--- config.mk ---
export PLATFORM = sky130hd
export DESIGN_NAME = operation_status_group
export DESIGN_NICKNAME = d
export VERILOG_FILES = /design/src/rtl/op_status_pkg.sv /design/src/rtl/operation_status_group.sv
export SDC_FILE = /design/constraint.sdc
export NUM_CORES = 1
export LEC_CHECK = 0
export ABC_AREA = 1
export BUFFER_PORTS_ARGS = -buffer_cell sky130_fd_sc_hd__buf_4
export CAP_MARGIN = 10
export CORE_ASPECT_RATIO = 1.5
export CORE_MARGIN = 5
export CORE_UTILIZATION = 50
export CTS_CLUSTER_SIZE = 30
export DETAILED_ROUTE_END_ITERATION = 8
export PLACE_DENSITY = 0.75
export SLEW_MARGIN = 30
export SYNTH_ARGS = -nofsm -noshare
export SYNTH_HDL_FRONTEND = slang
export SYNTH_SLANG_ARGS = --single-unit
--- constraint.sdc ---
create_clock -name clk_sys -period 3.8 [get_ports clk_sys]
set_input_delay 0.19 -clock clk_sys [delete_from_list [all_inputs] [get_ports clk_sys]]
set_output_delay 0.19 -clock clk_sys [all_outputs]
set_load 0.01 [all_outputs]
--- src/rtl/op_status_pkg.sv ---
// Constants for the operation status group and standard event enable.
// Assumes a host command decoder that presents register selects and strobes.
//
// Functional notes
// RULE1 - Event enable mask drives summary bit 5
// RULE2 - Enable mask written and read back whole
// RULE3 - Operation group produces summary bit 7
// RULE4 - Condition register is live, writes ignored
// RULE5 - Bit 0 shows calibration in process
// RULE6 - Bit 1 settling, bit 3 sweeping
// RULE7 - Bit 4 shows error rate measuring
// RULE8 - Bit 5 shows waiting for trigger
// RULE9 - Bit 9 shows modulation zero calibration
// RULE10 - Bit 10 is baseband busy summary
// RULE11 - Bit 11 shows pre-sweep calculation
// RULE12 - Bit 12 high through tester synchronization
// RULE13 - Unused condition bits always read zero
// RULE14 - Unsupported variant bits read zero
// RULE15 - Condition query returns weighted sum
// RULE16 - Transition masks select edges setting events
// RULE17 - Event register latches qualifying transitions
// RULE18 - Event read returns content then clears
// RULE19 - Suppress control stops group maintenance; here it only blocks new events, condition still tracks
// RULE20 - Summary is OR of event AND enable
// RULE21 - Events clear by read or clear-status
// RULE22 - New event survives simultaneous read clear
// RULE23 - Reset values defined for all registers
package op_status_pkg;

   // --------------------------------------------------------------
   // Register selects
   // --------------------------------------------------------------
   localparam logic [2:0] SEL_STD_ENABLE = 3'h0;
   localparam logic [2:0] SEL_COND       = 3'h1;
   localparam logic [2:0] SEL_FALL       = 3'h2;
   localparam logic [2:0] SEL_RISE       = 3'h3;
   localparam logic [2:0] SEL_EVENT      = 3'h4;
   localparam logic [2:0] SEL_OP_ENABLE  = 3'h5;

   // --------------------------------------------------------------
   // Condition bit positions
   // --------------------------------------------------------------
   localparam int BIT_IQ_CAL     = 0;
   localparam int BIT_SETTLING   = 1;
   localparam int BIT_SWEEPING   = 3;
   localparam int BIT_MEASURING  = 4;
   localparam int BIT_WAIT_TRIG  = 5;
   localparam int BIT_DC_NULL    = 9;
   localparam int BIT_BB_BUSY    = 10;
   localparam int BIT_SWEEP_CALC = 11;
   localparam int BIT_TEST_SYNC  = 12;

   // Bits that may ever be 1 (0,1,3,4,5,9,10,11,12)
   localparam logic [15:0] COND_USED_MASK = 16'h1E3B;

   // --------------------------------------------------------------
   // Reset values
   // --------------------------------------------------------------
   localparam logic [7:0]  STD_ENABLE_RESET = 8'h00;
   localparam logic [15:0] FALL_RESET       = 16'h0000;
   localparam logic [15:0] RISE_RESET       = 16'hFFFF;
   localparam logic [15:0] EVENT_RESET      = 16'h0000;
   localparam logic [15:0] OP_ENABLE_RESET  = 16'h0000;

   // Switching time saved by suppression, in ns
   localparam int SUPPRESS_SAVING_NS = 50000;

endpackage : op_status_pkg

--- src/rtl/operation_status_group.sv ---
// Operation status group with standard event enable mask.
// Assumes a command decoder issuing one-cycle write/read strobes with a select.
// Status sources are level signals already timed to clk_sys.
`timescale 1ns/1ps
module operation_status_group #(
   parameter logic [15:0] SUPPORTED_MASK = 16'hFFFF
) (
   // Clock and reset
   input  wire logic        clk_sys,
   input  wire logic        reset,
   // Host register access
   input  wire logic [2:0]  reg_sel,
   input  wire logic        reg_write,
   input  wire logic        reg_read,
   input  wire logic [15:0] reg_wdata,
   input  wire logic        clear_status,
   output logic      [15:0] reg_rdata,
   output logic             reg_rvalid,
   // Control
   input  wire logic        operation_status_suppress,
   // Live status sources
   input  wire logic        iq_cal_active,
   input  wire logic        settling,
   input  wire logic        sweeping,
   input  wire logic        bit_error_tester_measuring,
   input  wire logic        waiting_for_trigger,
   input  wire logic        dc_coupled_fm_null,
   input  wire logic        baseband_busy,
   input  wire logic        sweep_calculating,
   input  wire logic        bit_error_tester_sync,
   // Standard event status bits
   input  wire logic [7:0]  std_event_status,
   // Summary outputs
   output logic             std_event_summary,
   output logic             operation_summary
);

   logic [7:0]  std_enable;
   logic [15:0] condition;
   logic [15:0] cond_prev;
   logic [15:0] fall_filter;
   logic [15:0] rise_filter;
   logic [15:0] event_latch;
   logic [15:0] op_enable;
   logic [15:0] raw_cond;
   logic [15:0] next_set;
   logic        event_read;

   // --------------------------------------------------------------
   // Parameter check
   // --------------------------------------------------------------
   // A mask that keeps no used bit would leave the summary dead
   if ((SUPPORTED_MASK & op_status_pkg::COND_USED_MASK) == 16'h0000) begin : g_mask_check
      $error("SUPPORTED_MASK keeps no condition bit");
   end

   // --------------------------------------------------------------
   // Select decoding
   // --------------------------------------------------------------
   // High when a strobe addresses the given register
   function automatic logic hits(input logic       strobe,
                                 input logic [2:0] sel,
                                 input logic [2:0] code);
      hits = strobe && (sel == code);
   endfunction : hits

   // --------------------------------------------------------------
   // Live condition assembly
   // --------------------------------------------------------------
   // RULE5 RULE6 RULE7 map sources
   always_comb begin
      raw_cond = 16'h0000;
      raw_cond[op_status_pkg::BIT_IQ_CAL]     = iq_cal_active;
      raw_cond[op_status_pkg::BIT_SETTLING]   = settling;
      raw_cond[op_status_pkg::BIT_SWEEPING]   = sweeping;
      raw_cond[op_status_pkg::BIT_MEASURING]  = bit_error_tester_measuring;
      // RULE8 RULE9 RULE10 more sources
      raw_cond[op_status_pkg::BIT_WAIT_TRIG]  = waiting_for_trigger;
      raw_cond[op_status_pkg::BIT_DC_NULL]    = dc_coupled_fm_null;
      raw_cond[op_status_pkg::BIT_BB_BUSY]    = baseband_busy;
      // RULE11 RULE12 remaining sources
      raw_cond[op_status_pkg::BIT_SWEEP_CALC] = sweep_calculating;
      raw_cond[op_status_pkg::BIT_TEST_SYNC]  = bit_error_tester_sync;
   end

   // Condition register tracks sources every cycle
   // Unused and unsupported bits are forced low here, not at read time
   // RULE4 RULE13 RULE14 live and masked
   always_ff @(posedge clk_sys or posedge reset) begin
      if (reset) begin
         condition <= 16'h0000;
         cond_prev <= 16'h0000;
      end else begin
         condition <= raw_cond & op_status_pkg::COND_USED_MASK & SUPPORTED_MASK;
         cond_prev <= condition;
      end
   end

   // --------------------------------------------------------------
   // Transition detect
   // --------------------------------------------------------------
   // Both samples are registered, so each edge is seen in one cycle only
   // RULE16 filtered edges
   assign next_set = (rise_filter & condition & ~cond_prev)
                   | (fall_filter & ~condition & cond_prev);
   // Destructive read strobe
   assign event_read = hits(reg_read, reg_sel, op_status_pkg::SEL_EVENT);

   // --------------------------------------------------------------
   // Writable masks
   // --------------------------------------------------------------
   // RULE2 RULE23 mask writes
   always_ff @(posedge clk_sys or posedge reset) begin
      if (reset) begin
         std_enable  <= op_status_pkg::STD_ENABLE_RESET;
         fall_filter <= op_status_pkg::FALL_RESET;
         rise_filter <= op_status_pkg::RISE_RESET;
         op_enable   <= op_status_pkg::OP_ENABLE_RESET;
      end else if (reg_write) begin
         unique case (reg_sel)
            op_status_pkg::SEL_STD_ENABLE: std_enable  <= reg_wdata[7:0];
            op_status_pkg::SEL_FALL:       fall_filter <= reg_wdata;
            op_status_pkg::SEL_RISE:       rise_filter <= reg_wdata;
            op_status_pkg::SEL_OP_ENABLE:  op_enable   <= reg_wdata;
            default: ;  // Condition and event ignore writes
         endcase
      end
   end

   // --------------------------------------------------------------
   // Event latch
   // --------------------------------------------------------------
   // A read or clear-status drops old bits but keeps this cycle's edges,
   // so a transition on the clearing cycle is kept unless operation_status_suppress is high
   // RULE17 RULE18 RULE21 RULE22 latch, clear, set wins
   always_ff @(posedge clk_sys or posedge reset) begin
      if (reset) begin
         event_latch <= op_status_pkg::EVENT_RESET;
      end else if (operation_status_suppress) begin
         // RULE19 suppress maintenance
         event_latch <= event_latch & ~{16{event_read | clear_status}};
      end else if (event_read || clear_status) begin
         event_latch <= next_set;
      end else begin
         event_latch <= event_latch | next_set;
      end
   end

   // --------------------------------------------------------------
   // Read port
   // --------------------------------------------------------------
   // Data holds until the next read; valid marks the answer cycle
   // RULE15 read returns weighted bits
   always_ff @(posedge clk_sys or posedge reset) begin
      if (reset) begin
         reg_rdata  <= 16'h0000;
         reg_rvalid <= 1'b0;
      end else begin
         reg_rvalid <= reg_read;
         if (reg_read) begin
            unique case (reg_sel)
               op_status_pkg::SEL_STD_ENABLE: reg_rdata <= {8'h00, std_enable};
               op_status_pkg::SEL_COND:       reg_rdata <= condition;
               op_status_pkg::SEL_FALL:       reg_rdata <= fall_filter;
               op_status_pkg::SEL_RISE:       reg_rdata <= rise_filter;
               op_status_pkg::SEL_EVENT:      reg_rdata <= event_latch;
               op_status_pkg::SEL_OP_ENABLE:  reg_rdata <= op_enable;
               default:                       reg_rdata <= 16'h0000;
            endcase
         end
      end
   end

   // --------------------------------------------------------------
   // Summary bits
   // --------------------------------------------------------------
   // Standard summary lags its sources by one clock, operation summary by three
   // RULE1 RULE3 RULE20 AND-OR summaries
   always_ff @(posedge clk_sys or posedge reset) begin
      if (reset) begin
         std_event_summary <= 1'b0;
         operation_summary <= 1'b0;
      end else begin
         std_event_summary <= |(std_event_status & std_enable);
         operation_summary <= |(event_latch & op_enable);
      end
   end

   // --------------------------------------------------------------
   // Checks
   // --------------------------------------------------------------
   unused_zero_a: assert property (  // RULE13
      @(posedge clk_sys) disable iff (reset)
      (condition & ~op_status_pkg::COND_USED_MASK) == 16'h0000)
      else $error("unused condition bit set");

   cond_track_a: assert property (  // RULE4
      @(posedge clk_sys) disable iff (reset)
      ##1 condition == ($past(raw_cond) & op_status_pkg::COND_USED_MASK & SUPPORTED_MASK))
      else $error("condition not tracking");

   rise_latch_a: assert property (  // RULE16
      @(posedge clk_sys) disable iff (reset)
      (!operation_status_suppress && |next_set) |=> ((event_latch & $past(next_set))
         == $past(next_set)))
      else $error("transition not latched");

   hold_a: assert property (  // RULE17
      @(posedge clk_sys) disable iff (reset)
      (!event_read && !clear_status) |=> ((event_latch & $past(event_latch))
         == $past(event_latch)))
      else $error("event bit lost");

   read_clear_a: assert property (  // RULE18
      @(posedge clk_sys) disable iff (reset)
      (event_read && next_set == 16'h0000) |=> event_latch == 16'h0000)
      else $error("event not cleared by read");

   read_data_a: assert property (  // RULE18
      @(posedge clk_sys) disable iff (reset)
      event_read |=> (reg_rvalid && reg_rdata == $past(event_latch)))
      else $error("event read value wrong");

   set_wins_a: assert property (  // RULE22
      @(posedge clk_sys) disable iff (reset)
      (event_read && !operation_status_suppress) |=> event_latch == $past(next_set))
      else $error("simultaneous event lost");

   op_summary_a: assert property (  // RULE20
      @(posedge clk_sys) disable iff (reset)
      ##1 operation_summary == |($past(event_latch) & $past(op_enable)))
      else $error("operation summary wrong");

   std_summary_a: assert property (  // RULE1
      @(posedge clk_sys) disable iff (reset)
      ##1 std_event_summary == |($past(std_event_status) & $past(std_enable)))
      else $error("standard summary wrong");

   mask_rw_a: assert property (  // RULE2
      @(posedge clk_sys) disable iff (reset)
      (reg_write && reg_sel == op_status_pkg::SEL_STD_ENABLE) |=> std_enable
         == $past(reg_wdata[7:0]))
      else $error("enable mask not stored");

   // Mask writes land whole in the selected register
   fall_store_a: assert property (  // RULE16
      @(posedge clk_sys) disable iff (reset)
      hits(reg_write, reg_sel, op_status_pkg::SEL_FALL)
         |=> fall_filter == $past(reg_wdata))
      else $error("falling filter not stored");

   rise_store_a: assert property (  // RULE16
      @(posedge clk_sys) disable iff (reset)
      hits(reg_write, reg_sel, op_status_pkg::SEL_RISE)
         |=> rise_filter == $past(reg_wdata))
      else $error("rising filter not stored");

   op_en_store_a: assert property (  // RULE20
      @(posedge clk_sys) disable iff (reset)
      hits(reg_write, reg_sel, op_status_pkg::SEL_OP_ENABLE)
         |=> op_enable == $past(reg_wdata))
      else $error("operation enable not stored");

   // Queries return the register sampled at the read edge
   std_read_a: assert property (  // RULE2
      @(posedge clk_sys) disable iff (reset)
      hits(reg_read, reg_sel, op_status_pkg::SEL_STD_ENABLE)
         |=> reg_rdata == {8'h00, $past(std_enable)})
      else $error("enable mask read wrong");

   cond_read_a: assert property (  // RULE15
      @(posedge clk_sys) disable iff (reset)
      hits(reg_read, reg_sel, op_status_pkg::SEL_COND)
         |=> reg_rdata == $past(condition))
      else $error("condition read wrong");

   fall_read_a: assert property (  // RULE16
      @(posedge clk_sys) disable iff (reset)
      hits(reg_read, reg_sel, op_status_pkg::SEL_FALL)
         |=> reg_rdata == $past(fall_filter))
      else $error("falling filter read wrong");

   rise_read_a: assert property (  // RULE16
      @(posedge clk_sys) disable iff (reset)
      hits(reg_read, reg_sel, op_status_pkg::SEL_RISE)
         |=> reg_rdata == $past(rise_filter))
      else $error("rising filter read wrong");

   op_en_read_a: assert property (  // RULE20
      @(posedge clk_sys) disable iff (reset)
      hits(reg_read, reg_sel, op_status_pkg::SEL_OP_ENABLE)
         |=> reg_rdata == $past(op_enable))
      else $error("operation enable read wrong");

   // Answer timing of the read port
   rvalid_pulse_a: assert property (  // RULE15
      @(posedge clk_sys) disable iff (reset)
      ##1 reg_rvalid == $past(reg_read))
      else $error("read valid misplaced");

   rdata_hold_a: assert property (  // RULE15
      @(posedge clk_sys) disable iff (reset)
      !reg_read |=> $stable(reg_rdata))
      else $error("read data changed without read");

   // Condition bits outside the variant stay low
   unsupported_zero_a: assert property (  // RULE14
      @(posedge clk_sys) disable iff (reset)
      (condition & ~SUPPORTED_MASK) == 16'h0000)
      else $error("unsupported condition bit set");

   prev_track_a: assert property (  // RULE16
      @(posedge clk_sys) disable iff (reset)
      ##1 cond_prev == $past(condition))
      else $error("edge reference not delayed");

   // Event latch and summary bookkeeping
   suppress_hold_a: assert property (  // RULE19
      @(posedge clk_sys) disable iff (reset)
      (operation_status_suppress && !event_read && !clear_status)
         |=> event_latch == $past(event_latch))
      else $error("event changed while suppressed");

   clear_status_a: assert property (  // RULE21
      @(posedge clk_sys) disable iff (reset)
      clear_status |=> (event_latch & ~$past(next_set)) == 16'h0000)
      else $error("clear-status left old events");

   no_spurious_a: assert property (  // RULE17
      @(posedge clk_sys) disable iff (reset)
      ##1 (event_latch & ~$past(event_latch) & ~$past(next_set)) == 16'h0000)
      else $error("event set without transition");

   filter_gate_a: assert property (  // RULE16
      @(posedge clk_sys) disable iff (reset)
      ##1 (event_latch & ~$past(event_latch)
         & ~($past(rise_filter) | $past(fall_filter))) == 16'h0000)
      else $error("event set by masked edge");

   op_disabled_a: assert property (  // RULE3
      @(posedge clk_sys) disable iff (reset)
      (op_enable == 16'h0000) |=> !operation_summary)
      else $error("summary without enable");

   summary_low_a: assert property (  // RULE1
      @(posedge clk_sys) disable iff (reset)
      (std_enable == 8'h00) |=> !std_event_summary)
      else $error("standard summary without enable");

endmodule : operation_status_group

# Yosys cells after proc, flatten, opt, wreduce, memory -nomap -nowiden
# Cells that the tools add are included.
# Widths: inputs -> output; s select.
# totals
wordCells	41
input_bits	42
ff_bits	109
output_inout_bits	19
# classes
bitwise	13
eq_ne	5
n_mux	3
n_reduce_logical	9
# op_table
op	n
$pmux 16 s6	1
$and 16x16->16	4
$and 16x13->16	2
$mux 16	2
$not 13->16	2
$or 16x16->16	2
$not 16->16	1
$reduce_or 16->1	1
$and 8x8->8	1
$reduce_and 2->1	4
$reduce_or 8->1	1
$eq 3x2->1 const B	2
$eq 3x3->1 const B	2
$eq 3x1->1 const B	1
$logic_not 3->1	1
$logic_and 1x1->1	1
$logic_or 1x1->1	1
$or 1x1->1	1

# Logic depth before layout (Yosys ltp)
# logic_depth
ltp_word	7
ltp_mapped	9
mapped_depth_nobuf	8

# Worst setup path before layout
# OpenSTA, ideal clock, no wires.
# synth_timing
path_kind	input to register
startpoint	input port reg_sel[2]
endpoint	register fall_filter[10]
stages	8
path_buffers	2
setup_slack_ps	2660
required_ps	3682
t_arrival_ps	1022
setup_ps	118
path_cell_list	buf_4 inv_2 nand2_2 nor2_4 nand2_2 buf_2 nand2_1 o21ai_2
# synth_via
elab_chain_len	2
# synth_rtl
item	line_no	source
start, declared	operation_status_group.sv:12	input wire logic [2:0] reg_sel,
$eq 3x2->1	operation_status_group.sv:120	unique case (reg_sel)
$reduce_and 2->1 (no source line)	n/a	
end signal, assigned	operation_status_group.sv:116	fall_filter <= op_status_pkg::FALL_RESET;
end signal, assigned	operation_status_group.sv:122	op_status_pkg::SEL_FALL: fall_filter <= reg_wdata;
end, declared	operation_status_group.sv:41	logic [15:0] fall_filter;
# Every way passes these cells.
# A chain may end at the register's enable or synchronous reset.

# Final worst setup path
# layout_timing
startpoint	input port reg_sel[2]
endpoint	register fall_filter[2]
# Same word-level chain as after synthesis.

==> flow_metrics.tcl <==
set metrics [dict create \
    status "finished, violations left" \
    violations "hold timing" \
    synth_edf_count 0 \
    ys_types 26 \
    crit_start "reg_sel[2]" \
    hp-class "in2async" \
    grt_pass1_vias 4270 \
    synthMuxAreaShare_pct 0 \
    dp_cells 722 \
    cp_cell_sequence "buf_4 > inv_2 > nand2_2 > nor2_4 > nand2_2 > nand2_1 > o21ai_1" \
    worst_slew_pin_slew_ps 708 \
    top_level_ports 61 \
    fin_crit_sh_pct 45.3 \
    slowest_stage "nand2_2" \
    syn-num-nets 615 \
    p_seq_share_pct 50.5 \
    vdd_drop_max_mv 0.281 \
    die_w_microns 90.4 \
    cts-root-buf "clkbuf_16" \
    fin_cells 746 \
    leakage_nw 2.82 \
    clk_path_buf_depth 2 \
    total_power_mw 2.91 \
    holdWs_ps -36.7 \
    hold_viol 56 \
    portBuffers 60 \
    synth-simple-area-share_pct 26.4 \
    clkSinkCount 109 \
    yosysWarnings 0 \
    die_h_microns 131 \
    post-route-min-period_ps 1720 \
    comb_power_share_pct 14.4 \
    yosys.area.top_type "dfrtp_1" \
    dieArea_sq_um 11800 \
    grt_use_total_pct 22.1 \
    setup-tns-final_ps 0 \
    layout.nets 669 \
    worstPathArrival_ps 1930 \
    via_per_inst 5.54 \
    cp-end-kind "flop" \
    grt_pass1_wl_microns 20800 \
    cts_resized 0 \
    ant_nets 0 \
    synth_common_cells "nand2_1 (157), dfrtp_1 (93), nor2_1 (58)" \
    gp_congestion 0.859 \
    synth_seq_area_share_pct 56.6 \
    synth-xor-area-share_pct 0 \
    critPathMaxFanout 36 \
    routedWlPerCell_microns 16.6 \
    yosysMostFrequentCell "nand2_1" \
    synth_top_area_share_pct 48.0 \
    slew_viol_final 0 \
    max_freq_mhz 581 \
    wirelength_microns 12400 \
    hold_buffers 9 \
    drive_gt1_share_pct 17.4 \
    synth_adder_area_share_pct 0 \
    syn_to_final_growth_pct 18.2 \
    swShare_pct 26.6 \
    path_class "in2reg" \
    postSynthCellCount 573 \
    avgSynthCellArea_sq_um 8.47 \
    syn_area_sq_um 4850 \
    hpwl_microns 8210 \
    antennaDiodeCount 0 \
    max_cap_violations 0 \
    internal_power_mw 2.13 \
    ys_ff_latch 109 \
    antenna_found_initial 0 \
    synth.area.top_cells "dfrtp_1 (48%), nand2_1 (12%), dfstp_2 (8.7%)" \
    r2r-start "rise_filter[9]" \
    tritoncts "built" \
    fp-row-count 44 \
    critPathLaunchType "input port" \
    synthArstFlopShare_pct 100 \
    clkLatencyLatePin_ps 350 \
    slew_headroom_pct 52.8 \
    crit_top_cell "nand2_2" \
    p_sw_mw 0.775 \
    first_pass_iters 5 \
    start_util_pct 50.7 \
    powerDensity_nw_per_um2 507 \
    overflow 0 \
    setup_viol 0 \
    synth_top_family_by_area "simple AND/OR/NAND/NOR gates" \
    cp.required_ps 4010 \
    cts_inserted_buffers 9 \
    post-cts-setup-buffer-count 0 \
    ys.flop_type "dfrtp_1" \
    skew_ps 10.3 \
    critPathMaxStageDelay_ps 460 \
    drt-initial-drc-count 334 \
    clkPwrFrac_pct 35.1 \
    drc 0 \
    coreArea_sq_um 9580 \
    rsz0062_at_grt "false" \
    grt_max_degree 82 \
    synth_compound_area_share_pct 9.80 \
    path_clk_slew_ps 70 \
    num_vias 4133 \
    htreeDepth 3 \
]
==> critical path, delay by kind of cell <==
family | cells | cell delay [ps]
simple gates | 4 | 1010
compound gates | 1 | 90
buf+inv | 2 | 620
==> path summary, 6_finish.rpt <==
path | end | slack, ps | cells after the start
worst max-delay path | fall_filter[2] | 2080 | 7
worst min-delay path | condition[12] | -40 | 2
worst max register to register | reg_rdata[9] | 2720 | 6
worst min register to register | cond_prev[10] | 440 | 0
max in group asynchronous | rise_filter[0] | 2930 | 3
min in group clk_sys | std_event_summary | 60 | 3
==> metal layers <==
metal	vias to the layer above	global-route usage [%]	share of wire [%]	wire length, microns
met4	0	11.1	3.8	473
li1	1957	-	-	-
met5	-	0	0	0
met3	38	3.84	6.0	740
met2	157	37.5	52	6440
met1	1981	27.3	38	4740
==> power by group through the flow <==
stage                     Sequential, mW  Clock, mW  Combinational [mW]
after global routing                1.49       1.08               0.477
after CTS                           1.47       1.03               0.424
final                               1.47       1.02               0.419
after detailed placement            1.49          0               0.414
after floorplan                     1.46          0               0.259
after global placement              1.48          0               0.397
==> stage by stage <==
step	cell area [sq um]	util, %	setup WS (ps)
after floorplan	4850	-	763
after CTS	5730	59.8	2050
after detailed placement	5310	55.5	1710
after global placement	5310	55.5	1790
after global routing	5740	59.9	1920
final	5740	59.9	2080
==> registers in the layout, summed over array words and instances, names as in the netlist, 8 cells and up <==
name,flops
cond_prev,9
reg_rdata,16
event_latch,16
std_enable,8
rise_filter,16
fall_filter,16
condition,9
op_enable,16
==> layout make-up <==
cell class	instances	area, sq um
fill	857	3840
sequential	109	2750
multi-input combinational	383	1760
timing repair buffer	70	548
clock buffer	12	256
inverter	54	208
tap	115	144
clock inverter	3	68.8
==> cell families after synthesis <==
logic type      after synthesis
compound gates               86
buf+inv                      81
flops                       109
simple gates                297
==> cells in the final DEF (no fill, tap or decap), types with 6 or more instances in the layout <==
cell,n
dfrtp_1,93
dlygate4sd3_1,9
o22ai_1,9
buf_4,61
o21ai_0,40
nand3_1,57
o21ai_1,12
inv_1,51
nor2_1,58
dfstp_2,16
o21ai_2,6
nand2_1,157
a21oi_1,16
nand4_1,15
clkbuf_16,9
(Power assumes the default switching activity.)
